--- config.mk ---
export PLATFORM = sky130hd
export DESIGN_NAME = ppt_timer
export DESIGN_NICKNAME = d
export VERILOG_FILES = /design/src/inc/ppt_pkg.sv /design/src/design/ppt_timer.sv /design/src/design/ppt_tick_div.sv
export SDC_FILE = /design/constraint.sdc
export NUM_CORES = 1
export LEC_CHECK = 0
export ABC_AREA = 1
export BUFFER_PORTS_ARGS = -buffer_cell sky130_fd_sc_hd__clkbuf_2
export CAP_MARGIN = 20
export CELL_PAD_IN_SITES_DETAIL_PLACEMENT = 0
export CELL_PAD_IN_SITES_GLOBAL_PLACEMENT = 2
export CORE_MARGIN = 1
export CORE_UTILIZATION = 39
export DETAILED_ROUTE_END_ITERATION = 8
export GPL_ROUTABILITY_DRIVEN = 1
export PLACE_DENSITY_LB_ADDON = 0.3
export SLEW_MARGIN = 20
export SYNTH_ARGS = -nofsm -noshare
export SYNTH_HDL_FRONTEND = slang
export SYNTH_SLANG_ARGS = --single-unit
--- constraint.sdc ---
create_clock -name ref_clk -period 4.4 [get_ports ref_clk]
set_clock_uncertainty 0.15 [all_clocks]
set_input_delay 0.22 -clock ref_clk [delete_from_list [all_inputs] [get_ports ref_clk]]
set_output_delay 0.22 -clock ref_clk [all_outputs]
set_load 0.01 [all_outputs]
--- src/inc/ppt_pkg.sv ---
`default_nettype none
package ppt_pkg;
  // ****************************************
  // Register map
  // ****************************************
  localparam logic [6:0] ADDR_TIMER_CONTROL = 7'h3B;
  localparam logic [6:0] ADDR_TIMER_PERIOD_LENGTH = 7'h3C;
  localparam logic [6:0] ADDR_TIMER_COMPARE_THRESHOLD = 7'h3D;
  localparam logic [15:0] RST_TIMER_CONTROL = 16'h0000;
  localparam logic [15:0] RST_TIMER_PERIOD_LENGTH = 16'h0000;
  localparam logic [15:0] RST_TIMER_COMPARE_THRESHOLD = 16'h0000;
  // ****************************************
  // Control fields
  // ****************************************
  localparam int CTL_ENABLE_BIT = 0;
  localparam int CTL_INVERT_BIT = 1;
  localparam int CTL_CLKSEL_LSB = 2;
  localparam int CTL_CLKSEL_MSB = 3;
  localparam logic [15:0] CTL_WRITE_MASK = 16'h000F;
  localparam logic [1:0] CLKSEL_NONE = 2'h0;
  localparam logic [1:0] CLKSEL_FAST = 2'h1;
  localparam logic [1:0] CLKSEL_MID = 2'h2;
  localparam logic [1:0] CLKSEL_SLOW = 2'h3;
  // ****************************************
  // Timing: tick rates derived from the 40 MHz clock
  // ****************************************
  localparam int REF_CLK_HZ = 40000000;
  localparam int OSC_HZ = 1228800;
  localparam int MID_DIV = 1024;
  localparam int SLOW_DIV = 1024;
  // Fractional accumulator gives exact average 1.2288 MHz
  localparam logic [15:0] ACC_STEP = 16'h0060;
  localparam logic [15:0] ACC_MOD = 16'h0C35;
  localparam int MID_DIV_CYC = MID_DIV;
  localparam int SLOW_DIV_CYC = SLOW_DIV;
endpackage
`default_nettype wire

--- src/design/ppt_timer.sv ---
// Contract
// - Clock-select field picks none or three rates
// - Cycle length is period plus one ticks
// - Output high when count reaches threshold
// - Invert bit flips output polarity
// - Enable bit plus pin routing needed
// - Each cycle begins with output low unless threshold is zero
// - High span is threshold through period
// - Threshold is sixteen-bit writable field
`timescale 1ns/1ps
`default_nettype none
module ppt_timer
  import ppt_pkg::*;
(
  // Clock and reset
  input wire logic ref_clk,
  input wire logic resetn,
  // Register port
  input wire logic reg_wr,
  input wire logic reg_rd,
  input wire logic [6:0] reg_addr,
  input wire logic [15:0] reg_wdata,
  output logic [15:0] reg_rdata,
  // Pin routing
  input wire logic clkout_sel_timer,
  output logic clk_out,
  // State
  output logic timer_out
);
  // ****************************************
  // Registers
  // ****************************************
  logic [15:0] ctl_ff, nxt_ctl;
  logic [15:0] per_ff, nxt_per;
  logic [15:0] thr_ff, nxt_thr;
  logic [15:0] rdata_ff, nxt_rdata;

  always_comb begin
    nxt_ctl = ctl_ff;
    nxt_per = per_ff;
    nxt_thr = thr_ff;
    nxt_rdata = rdata_ff;
    if (reg_wr) begin
      case (reg_addr)
        ADDR_TIMER_CONTROL: nxt_ctl = reg_wdata & CTL_WRITE_MASK;
        ADDR_TIMER_PERIOD_LENGTH: nxt_per = reg_wdata;
        ADDR_TIMER_COMPARE_THRESHOLD: nxt_thr = reg_wdata;
        default: nxt_ctl = ctl_ff;
      endcase
    end
    if (reg_rd) begin
      case (reg_addr)
        ADDR_TIMER_CONTROL: nxt_rdata = ctl_ff;
        ADDR_TIMER_PERIOD_LENGTH: nxt_rdata = per_ff;
        ADDR_TIMER_COMPARE_THRESHOLD: nxt_rdata = thr_ff;
        default: nxt_rdata = 16'h0000;
      endcase
    end
  end

  always_ff @(posedge ref_clk or negedge resetn) begin
    if (!resetn) begin
      ctl_ff <= RST_TIMER_CONTROL;
      per_ff <= RST_TIMER_PERIOD_LENGTH;
      thr_ff <= RST_TIMER_COMPARE_THRESHOLD;
      rdata_ff <= 16'h0000;
    end else begin
      ctl_ff <= nxt_ctl;
      per_ff <= nxt_per;
      thr_ff <= nxt_thr;
      rdata_ff <= nxt_rdata;
    end
  end

  assign reg_rdata = rdata_ff;

  // ****************************************
  // Tick generation
  // ****************************************
  // Fractional accumulator: jitter of one ref_clk, exact mean rate
  logic [15:0] acc_ff, nxt_acc;
  logic [15:0] acc_sum;
  logic fast_tick_ff, nxt_fast_tick;
  logic mid_tick;
  logic slow_tick;

  always_comb begin
    acc_sum = acc_ff + ACC_STEP;
    nxt_acc = acc_sum;
    nxt_fast_tick = 1'b0;
    if (acc_sum >= ACC_MOD) begin
      nxt_acc = acc_sum - ACC_MOD;
      nxt_fast_tick = 1'b1;
    end
  end

  always_ff @(posedge ref_clk or negedge resetn) begin
    if (!resetn) begin
      acc_ff <= 16'h0000;
      fast_tick_ff <= 1'b0;
    end else begin
      acc_ff <= nxt_acc;
      fast_tick_ff <= nxt_fast_tick;
    end
  end

  ppt_tick_div #(.DIV(MID_DIV_CYC)) u_mid (
    .ref_clk(ref_clk),
    .resetn(resetn),
    .tick_in(fast_tick_ff),
    .tick_out(mid_tick)
  );

  ppt_tick_div #(.DIV(SLOW_DIV_CYC)) u_slow (
    .ref_clk(ref_clk),
    .resetn(resetn),
    .tick_in(mid_tick),
    .tick_out(slow_tick)
  );

  // ****************************************
  // Counter and output
  // ****************************************
  logic [1:0] clk_sel;
  logic enabled;
  logic tick;
  logic [15:0] cnt_ff, nxt_cnt;
  logic tout_ff, nxt_tout;
  logic pin_ff, nxt_pin;

  assign clk_sel = ctl_ff[CTL_CLKSEL_MSB:CTL_CLKSEL_LSB];
  assign enabled = ctl_ff[CTL_ENABLE_BIT] && (clk_sel != CLKSEL_NONE);

  always_comb begin
    case (clk_sel)
      CLKSEL_FAST: tick = fast_tick_ff;
      CLKSEL_MID: tick = mid_tick;
      CLKSEL_SLOW: tick = slow_tick;
      default: tick = 1'b0;
    endcase
  end

  always_comb begin
    nxt_cnt = cnt_ff;
    if (!enabled) begin
      nxt_cnt = 16'h0000;
    end else if (tick) begin
      if (cnt_ff >= per_ff) begin
        nxt_cnt = 16'h0000;
      end else begin
        nxt_cnt = cnt_ff + 16'h0001;
      end
    end
    // Compare on next count so output aligns with counter
    nxt_tout = enabled && (nxt_cnt >= thr_ff);
    nxt_tout = nxt_tout ^ ctl_ff[CTL_INVERT_BIT];
    // Pin is low unless both enable and routing are set
    nxt_pin = clkout_sel_timer && ctl_ff[CTL_ENABLE_BIT] && nxt_tout;
  end

  always_ff @(posedge ref_clk or negedge resetn) begin
    if (!resetn) begin
      cnt_ff <= 16'h0000;
      tout_ff <= 1'b0;
      pin_ff <= 1'b0;
    end else begin
      cnt_ff <= nxt_cnt;
      tout_ff <= nxt_tout;
      pin_ff <= nxt_pin;
    end
  end

  assign timer_out = tout_ff;
  assign clk_out = pin_ff;

  // ****************************************
  // Checks
  // ****************************************
  property p_wrap;
    @(posedge ref_clk) disable iff (!resetn)
      (enabled && tick && cnt_ff >= per_ff) |=> (cnt_ff == 16'h0000);
  endproperty
  a_wrap: assert property (p_wrap) else $error("counter did not wrap");

  property p_step;
    @(posedge ref_clk) disable iff (!resetn)
      (enabled && tick && cnt_ff < per_ff && $stable(ctl_ff))
        |=> (cnt_ff == $past(cnt_ff) + 16'h0001);
  endproperty
  a_step: assert property (p_step) else $error("counter did not step");

  property p_hold;
    @(posedge ref_clk) disable iff (!resetn)
      (!enabled) |=> (cnt_ff == 16'h0000);
  endproperty
  a_hold: assert property (p_hold) else $error("counter not held");

  property p_high;
    @(posedge ref_clk) disable iff (!resetn)
      (enabled && cnt_ff >= thr_ff && !ctl_ff[CTL_INVERT_BIT]
        && $stable(ctl_ff) && $stable(thr_ff)) |-> tout_ff;
  endproperty
  a_high: assert property (p_high) else $error("output not high");

  property p_low;
    @(posedge ref_clk) disable iff (!resetn)
      (enabled && cnt_ff < thr_ff && !ctl_ff[CTL_INVERT_BIT]
        && $stable(ctl_ff) && $stable(thr_ff)) |-> !tout_ff;
  endproperty
  a_low: assert property (p_low) else $error("output not low");

  property p_inv;
    @(posedge ref_clk) disable iff (!resetn)
      (enabled && ctl_ff[CTL_INVERT_BIT] && $stable(ctl_ff) && $stable(thr_ff))
        |-> (tout_ff == (cnt_ff < thr_ff));
  endproperty
  a_inv: assert property (p_inv) else $error("inversion wrong");

  property p_pin;
    @(posedge ref_clk) disable iff (!resetn)
      (!clkout_sel_timer || !ctl_ff[CTL_ENABLE_BIT]) |=> !clk_out;
  endproperty
  a_pin: assert property (p_pin) else $error("pin driven while unrouted");

  property p_none;
    @(posedge ref_clk) disable iff (!resetn)
      (clk_sel == CLKSEL_NONE) |-> !tick;
  endproperty
  a_none: assert property (p_none) else $error("tick with no clock");

  property p_thr;
    @(posedge ref_clk) disable iff (!resetn)
      (reg_wr && reg_addr == ADDR_TIMER_COMPARE_THRESHOLD) |=> (thr_ff == $past(reg_wdata));
  endproperty
  a_thr: assert property (p_thr) else $error("threshold not written");
endmodule
`default_nettype wire

--- src/design/ppt_tick_div.sv ---
`timescale 1ns/1ps
`default_nettype none
module ppt_tick_div
  import ppt_pkg::*;
#(
  parameter int DIV = 1024
)(
  // Clock and reset
  input wire logic ref_clk,
  input wire logic resetn,
  // Tick in and out
  input wire logic tick_in,
  output logic tick_out
);
  logic [10:0] cnt_ff;
  logic [10:0] nxt_cnt;
  logic tick_ff;
  logic nxt_tick;

  always_comb begin
    nxt_cnt = cnt_ff;
    nxt_tick = 1'b0;
    if (tick_in) begin
      if (cnt_ff == 11'(DIV - 1)) begin
        nxt_cnt = 11'h000;
        nxt_tick = 1'b1;
      end else begin
        nxt_cnt = cnt_ff + 11'h001;
      end
    end
  end

  always_ff @(posedge ref_clk or negedge resetn) begin
    if (!resetn) begin
      cnt_ff <= 11'h000;
      tick_ff <= 1'b0;
    end else begin
      cnt_ff <= nxt_cnt;
      tick_ff <= nxt_tick;
    end
  end

  assign tick_out = tick_ff;
endmodule
`default_nettype wire

# After elaboration in Yosys (flattened, before gate mapping)

Index checks and enable logic that the tools add are counted.

Flip-flop bits (word level): 111
Output and inout port bits: 18

Add/subtract/negate cells: 5
Order comparisons: 3
Equality and inequality tests: 8
Multiplexer cells: 13
Bitwise logic cells: 1
Reduce and logical (&&, ||, !) cells: 8

Operator list:

| operator               | count |
|---|---|
| $mux 16                | 4 |
| $pmux 16 s3            | 1 |
| $ge 16x16->1           | 2 |
| $add 11x1->11 const B  | 2 |
| $eq 11x10->1 const B   | 2 |
| $mux 11                | 2 |
| $eq 7x6->1 const B     | 3 |
| $add 16x1->16 const B  | 1 |
| $add 16x7->16 const B  | 1 |
| $ge 16x12->1 const B   | 1 |
| $sub 16x12->16 const B | 1 |
| $reduce_and 2->1       | 3 |
| $mux 1                 | 5 |
| $eq 2x2->1 const B     | 2 |
| $logic_and 1x1->1      | 4 |
| $pmux 1 s3             | 1 |
| $eq 2x1->1 const B     | 1 |
| $reduce_bool 2->1      | 1 |
| $xor 1x1->1            | 1 |

# Logic depth before layout (Yosys ltp)

Gate-level depths: netlist of the first run.

Word-level depth: 8
Depth in mapped cells: 25
Gate-level depth less buffers: 24

# By module

Synthesis of the first run repeated with hierarchy kept, for this count alone.

Cells, all modules: 835
Area, all modules: 6,540.0 µm²

By module, submodules not included:

| module       | instances | cells each | area each (µm²) | seq. area each (µm²) |
|---|---|---|---|---|
| ppt_timer    | 1         | 689        | 5,328.9         | 2,177.1 |
| ppt_tick_div | 2         | 73         | 605.6           | 300.3 |

# Worst setup path before layout of the first run

OpenSTA, ideal clock, no wires.

Kind: reg2reg
Start point: register cnt_ff[1]
End point: register pin_ff (netlist: clk_out)
Setup time: 115 ps
Arrival time: 2,556 ps
Path slack: 1,579 ps
Cell stages (with the launch flop): 22
Buffers on the path: 1
Cells stage by stage: dfrtp_1 > ha_1 > inv_1 > nor2_1 > nor2_1 > o21ai_0 > nand2_1 > nand2_1 > nand2_1 > nand3_1 > nand2_1 > nand2_1 > buf_2 > nor2_1 > ha_1 > nand2_1 > nor4_1 > nand2_1 > nand3_1 > nand3_1 > nand2_1 > nor2_1

Cells in the longest elaborated chain, start to end: 8
Elaborated cells on any way between the ends: 9
Classes of those cells: add/sub (1); order compare (2); mux (3); bitwise (1); reduce/logical (2)

RTL lines:

| element                                       | line                               | text |
|---|---|---|
| start, declared                               | ppt_timer.sv:127                   | `logic [15:0] cnt_ff, nxt_cnt;` |
| start signal, assigned                        | ppt_timer.sv:167                   | `cnt_ff <= nxt_cnt;` |
| $add 16x1->16 or $ge 16x16->1 (tied branches) | ppt_timer.sv:151, ppt_timer.sv:148 |  |
| $mux 16 *                                     | ppt_timer.sv:148                   | `if (cnt_ff >= per_ff) begin` |
| $mux 16 *                                     | ppt_timer.sv:147                   | `end else if (tick) begin` |
| $mux 16 *                                     | ppt_timer.sv:145                   | `if (!enabled) begin` |
| net nxt_cnt[11]                               | ppt_timer.sv:127                   |  |
| $ge 16x16->1 *                                | ppt_timer.sv:155                   | `nxt_tout = enabled && (nxt_cnt >= thr_ff);` |
| $logic_and 1x1->1 *                           | ppt_timer.sv:155                   |  |
| $xor 1x1->1 *                                 | ppt_timer.sv:156                   | `nxt_tout = nxt_tout ^ ctl_ff[CTL_INVERT_BIT];` |
| $logic_and 1x1->1 *                           | ppt_timer.sv:158                   | `nxt_pin = clkout_sel_timer && ctl_ff[CTL_ENABLE_BIT] && nxt_tout;` |
| net nxt_pin                                   | ppt_timer.sv:129                   | `logic pin_ff, nxt_pin;` |
| end signal, assigned                          | ppt_timer.sv:169                   | `pin_ff <= nxt_pin;` |
| end, declared                                 | ppt_timer.sv:129                   |  |

The timed path passes the listed nets; every way through them passes the cells marked *.
A chain may end at the register's enable or synchronous reset.

# Final worst setup path of the first run

Same ends and word-level chain as after synthesis.

==> results of run 1 <==
==> cells in the final DEF (no fill, tap or decap), drive strengths merged, types with 2 or more instances in the layout <==
| master | count |
|---|---|
| buf | 4 |
| nand2 | 219 |
| a21oi | 25 |
| a31oi | 4 |
| nor2 | 86 |
| nand3 | 49 |
| dfrtp | 111 |
| inv | 136 |
| ha | 39 |
| clkinv | 4 |
| nand4 | 13 |
| o21ai | 73 |
| nor3 | 13 |
| clkbuf | 54 |
| xnor2 | 3 |
| o22ai | 16 |
| dlygate4sd3 | 16 |
| bufinv | 2 |
| or2 | 3 |
| xor2 | 16 |
| nor4 | 6 |
==> state kept, by name, indices dropped and copies added, names as in the netlist <==
signal	cells
clk_out	1
u_mid.cnt_ff	11
acc_ff	16
thr_ff	16
ctl_ff	4
u_mid.tick_out	1
timer_out	1
u_slow.cnt_ff	11
u_slow.tick_out	1
reg_rdata	16
fast_tick_ff	1
per_ff	16
cnt_ff	16
==> how the worst max path moves through the flow <==
stage | start | end | slack (ns) | depth (start not counted)
2_1_floorplan | cnt_ff[1] | clk_out | 1.58 | 21
3_3_place_gp | cnt_ff[1] | timer_out | 0.89 | 20
3_5_place_dp | cnt_ff[1] | clk_out | 0.81 | 21
4_1_cts | cnt_ff[1] | clk_out | 0.80 | 21
5_1_grt | cnt_ff[1] | clk_out | 0.41 | 21
6_report | cnt_ff[1] | clk_out | 0.85 | 21
==> per-layer routing <==
metal | share of wire, % | wire length, um
met1 | 48 | 7630
met2 | 48 | 7590
met3 | 3.1 | 491
met4 | 1.3 | 209
met5 | 0 | 0
==> power breakdown <==
part	total [mW]	internal, mW	leakage, nW	switching (mW)
Combinational	0.319	0.116	2.08	0.203
Sequential	1.10	1.07	1.48	0.0317
Clock	0.902	0.503	0.153	0.398
Total	2.32	1.69	3.72	0.633
==> through the flow <==
| step | instances | hold WS (ns) | util, % | area (um2) | total power, mW |
|---|---|---|---|---|---|
| floorplan | 838 | -0.226 | - | 6530 | 1.31 |
| global placement | 1084 | -0.113 | 43.2 | 6950 | 1.42 |
| detailed placement | 1084 | -0.112 | 43.2 | 6950 | 1.43 |
| CTS | 1116 | 0.0239 | 46.1 | 7430 | 2.35 |
| global route | 1117 | 0.0383 | 46.3 | 7460 | 2.44 |
| finish | 1117 | 0.0229 | 46.3 | 7460 | 2.32 |
==> worst max-delay path, stage by stage, from the launching register on <==
cell	delay, ns
dfrtp_1	0.42
ha_1	0.31
inv_1	0.04
nor2_1	0.07
nor2_1	0.04
o21ai_0	0.23
nand2_1	0.08
nand2_1	0.07
nand2_1	0.04
nand3_1	0.06
nand2_1	0.06
nand2_1	0.38
nor2_1	0.17
ha_1	0.32
nand2_1	0.08
nor4_1	0.46
nand2_1	0.09
nand3_1	0.14
nand2_1	0.06
nand2_1	0.07
nand2_1	0.06
nor2_1	0.08
==> layout make-up <==
| cell class | count | area, um2 | share of cell area (%) |
|---|---|---|---|
| Sequential cell | 111 | 2780 | 37.2 |
| Tap cell | 216 | 270 | 3.62 |
| Clock inverter | 6 | 90.1 | 1.21 |
| Inverter | 137 | 515 | 6.91 |
| Multi-Input combinational cell | 573 | 3150 | 42.2 |
| Timing Repair Buffer | 64 | 430 | 5.77 |
| Clock buffer | 10 | 229 | 3.07 |
==> cells by family (layout without fill, tap and decap cells) <==
| kind of cell | count (synthesis) | after routing | share of synthesized area, % |
|---|---|---|---|
| AOI/OAI and AO/OA | 122 | 122 | 10.6 |
| xor gates and xnor gates | 19 | 19 | 2.66 |
| adders and majority gates | 39 | 39 | 7.47 |
| buffers and inverters | 154 | 217 | 9.29 |
| DFF | 111 | 111 | 42.5 |
| muxes | 1 | 1 | 0.153 |
| and+or+nand+nor | 392 | 392 | 27.3 |
==> repair_timing <==
action / 4_1_cts / 5_1_grt
endpoints found under the hold margin: 137 / 0
hold buffers: 16 / 0
endpoints found under the setup margin: 0 / 0
==> out/metrics.yaml, run 1 <==
status: "finished, final reports clean"
cp-end-kind: "register"
synth-async-reset-ratio_pct: 100
dp_slack_ns: 0.811
grt_pass1_vias: 5350
fillers: 1632
min_path_type: "input port to register"
cts_sinks: 111
startpoint_type: "register"
power_density_mw_per_mm2: 311
synthTopCellsByCount: "201 x nand2_1, 129 x inv_1, 111 x dfrtp_1"
ys_seq_elements: 111
yosys_warnings: 0
syn_area_mm2: 0.00653
core_mm2: 0.0161
firstDrtPassIters: 4
io_buffers: 45
viasPerCell: 4.90
min_period_ns: 3.55
pin_count: 46
grt_max_degree: 57
nets: 963
path_clk_slew_ns: 0.08
period_share_pct: 80.6
cts_root_buffer: "clkbuf_16"
synth_top_area_share_pct: 42.5
grt_use_met2_pct: 32.5
syn_nets: 905
reg2regPathDepth: 21
synth.area.top_cells: "dfrtp_1 43%, nand2_1 12%, ha_1 7.5%"
required_ns: 4.54
finalWeightedCongestion: 0.826
synthCells: 838
max_clock_freq_mhz: 282
setup.worst_path.class: "register to register"
gr-usage-met3_pct: 3.36
max_cap_violations: 0
synth-edff-count: 0
min_path_cells: 3
met1_usage_pct: 25.7
num_vias: 5470
rr_startpoint: "cnt_ff[1]"
yosys.area.top_type: "dfrtp_1"
wl_um: 15900
setup_violations: 0
grt_antenna_before_repair: 0
rrSetupSlack_ns: 0.85
worstMarginPinSlew_ns: 1.01
finalWorstSetupSlack_ns: 0.852
top_usage_layer: "met2"
wl_per_cell_um: 14.3
relSlewSlack_pct: 32.4
hold_end: "per_ff[11]"
overflow: 0
r2r_end: "clk_out"
slew_viol_final: 0
grt_pass1_wl_um: 26800
die_area_mm2: 0.0173
place_hpwl_um: 12100
postCtsSetupBuffers: 0
hp-start: "reg_wdata[11]"
ys_seq_area_share_pct: 42.5
cts_tree: "yes"
hold_viol_final: 0
die_h_um: 131
ys.flop_type: "dfrtp_1"
cts-resized-gates: 0
row_count: 46
ir_drop_uv: 191
avgSynthCellArea_um2: 7.80
critPathArrivalTime_ns: 3.69
numCtsBuffers: 9
clockBufferDepth: 2
fp.dieW_um: 131
synth.most_common_cell: "nand2_1"
start_util_pct: 40.5
h-tree-depth: 3
dr.first_iter.drc_count: 294
leakage_nw: 3.72
antenna_left: 0
finalSetupTns_ns: 0
ys_types: 44
antenna_cells: 0
drc: 0
cp_max_fo: 15
syn_to_final_growth_pct: 14.2
rsz0062_at_grt: "no"
drive_above_1_share_pct: 13.0
grt.total_usage_pct: 19.4
clk_latency_ns: 0.36
(Power assumes the default switching activity.)
==> inputs of run 2 (changes only) <==
CORE_UTILIZATION = 36   (was 39)
clock period = 3.31 ns   (was 4.4 ns; I/O delays follow)
==> out/metrics.yaml, run 2 (synthesized netlist as in run 1, its figures left out) <==
antenna_cells: 0  # unchanged
dr.first_iter.drc_count: 229  # -22%
wl_per_cell_um: 14.1  # -1.0%
min_period_ns: 3.06  # -0.490 ns
overflow: 0  # unchanged
row_count: 48  # +4.3%
relSlewSlack_pct: 51.1  # +19 points
min_path_type: "input port to register"
final_cells: 1136  # +1.7%
num_vias: 5463  # -0.13%
die_area_mm2: 0.0187  # +8.2%
wl_um: 16000  # +0.67%
hold_viol_final: 0  # unchanged
period_share_pct: 92.4  # +12 points
fp.dieW_um: 137  # +4.0%
path_cells: "inv_1, ha_1, inv_1, nor2_1, nor2_1, o21ai_2, nand2_1, nand2_1, nand2_1, nand3_1, nand2_1, nand2_1, buf_6, nor2_2, ha_1, a21oi_1, o21a_1, nand2_1, nand2_1, nand3_2, nand2_1, nand2_1, nand2_1, inv_1"
top_usage_layer: "met2"
finalWorstSetupSlack_ns: 0.252  # -0.600 ns
finalWeightedCongestion: 0.825  # about the same
critPathArrivalTime_ns: 3.16  # -0.53 ns
final_common_cell: "nand2_1"
required_ns: 3.41  # -1.13 ns
max_stage_delay_ns: 0.36  # -0.10 ns
numCtsBuffers: 9  # unchanged
fin_util_pct: 43.2  # -3.1 points
setup.worst_path.class: "register to register"
cp_max_fo: 8  # -7
power_density_mw_per_mm2: 397  # +28%
clockBufferDepth: 2  # unchanged
drc: 0  # unchanged
path_clk_slew_ns: 0.08  # about the same
die_h_um: 137  # +4.0%
clk_latency_ns: 0.36  # about the same
drive_above_1_share_pct: 15.8  # +2.8 points
h-tree-depth: 3  # unchanged
grt_antenna_before_repair: 0  # unchanged
start_util_pct: 37.3  # -3.3 points
dp_slack_ns: -0.0154  # -0.827 ns
dp.cells: 1099  # +1.4%
cts_root_buffer: "clkbuf_16"
slew_viol_final: 0  # unchanged
place_hpwl_um: 12500  # +2.8%
max_clock_freq_mhz: 327  # +16%
syn_to_final_growth_pct: 16.0
grt.total_usage_pct: 18.5  # -0.87 points
viasPerCell: 4.81  # -1.8%
leakage_nw: 3.75  # +0.94%
grt_pass1_vias: 5319  # -0.58%
io_buffers: 45  # unchanged
nets: 973  # +1.0%
ir_drop_uv: 318  # +67%
grt_use_met2_pct: 32.5  # about the same
startpoint_type: "register"
met1_usage_pct: 23.5  # -2.2 points
fillers: 1814  # +11%
firstDrtPassIters: 4  # unchanged
critPathSlowestCell: "dfrtp_1"
crit_top_cell: "nand2_1"
status: "finished, final reports clean"
setup_violations: 0  # unchanged
max_cap_violations: 0  # unchanged
antenna_left: 0  # unchanged
core_mm2: 0.0175  # +8.8%
layout_common_cells: "199 x nand2_1, 129 x inv_1, 110 x dfrtp_1"
cts_sinks: 111  # unchanged
post_dp_cell_area_mm2: 0.00702  # +0.99%
gr-usage-met3_pct: 3.59  # +0.24 points
grt_pass1_wl_um: 26600  # -0.95%
cp-end-kind: "register"
grt_max_degree: 65  # +14%
cts_tree: "yes"
fin_area_mm2: 0.00758  # +1.6%
pin_count: 46  # unchanged
worstMarginPinSlew_ns: 0.733  # -0.278 ns
-- run 2: report_power, final --
part / switching (mW) / internal (mW)
clock network: 0.533 / 0.520
registers: 0.0391 / 1.42
logic: 0.306 / 0.195
total: 0.878 / 2.13
-- run 2: layer usage --
metal  part of all wire (%)  wire length, um  up-vias
met5                      0                0        -
met4                   0.76              122        0
met3                    3.0              483        9
met2                     50             8070       62
met1                     46             7360     2575
li1                       -                -     2817
-- run 2: stage by stage --
step                power (mW)  TNS (ns)  hold slack (ns)
floorplan                 1.74         0           -0.280
global placement          1.90         0           0.0860
detailed placement        1.91   -0.0154           0.0954
CTS                       3.01         0           0.0986
global route              3.19   -0.0210            0.154
finish                    3.01         0            0.111
-- run 2: worst paths after layout --
kind / endpoint / start / slack (ns) / cells after the start
worst min register to register: u_slow.tick_out / u_slow.cnt_ff[10] / 0.31 / 1
min in group asynchronous: acc_ff[5] / resetn / 0.22 / 2
worst min-delay path: ctl_ff[3] / reg_wr / 0.11 / 5
max in group asynchronous: fast_tick_ff / resetn / 2.01 / 3
worst max-delay path: timer_out / per_ff[1] / 0.25 / 24
worst max register to register: timer_out / per_ff[1] / 0.25 / 24
-- run 2: area by class of cell --
type	count	area, um2	area share [%]
multi-input combinational	573	3210	42.4
tap	225	282	3.72
timing repair buffer	74	507	6.69
clock inverter	7	56.3	0.743
inverter	137	515	6.80
clock buffer	9	225	2.97
sequential	111	2780	36.7
-- run 2: worst max-delay path: cells and delay by family, from the launching register on --
kind	cells	cell delay (ns)
buffers and inverters	4	0.31
adders and majority gates	2	0.60
and+or+nand+nor	15	1.01
DFF	1	0.36
AOI/OAI and AO/OA	3	0.50
-- run 2: timing repair --
action	4_1_cts	5_1_grt
gates cloned	0	1
pin swaps	0	4
hold endpoints to repair	84	0
hold buffers	18	0
buffers inserted	0	2
resized for setup	1	22
endpoints found under the setup margin	1	2
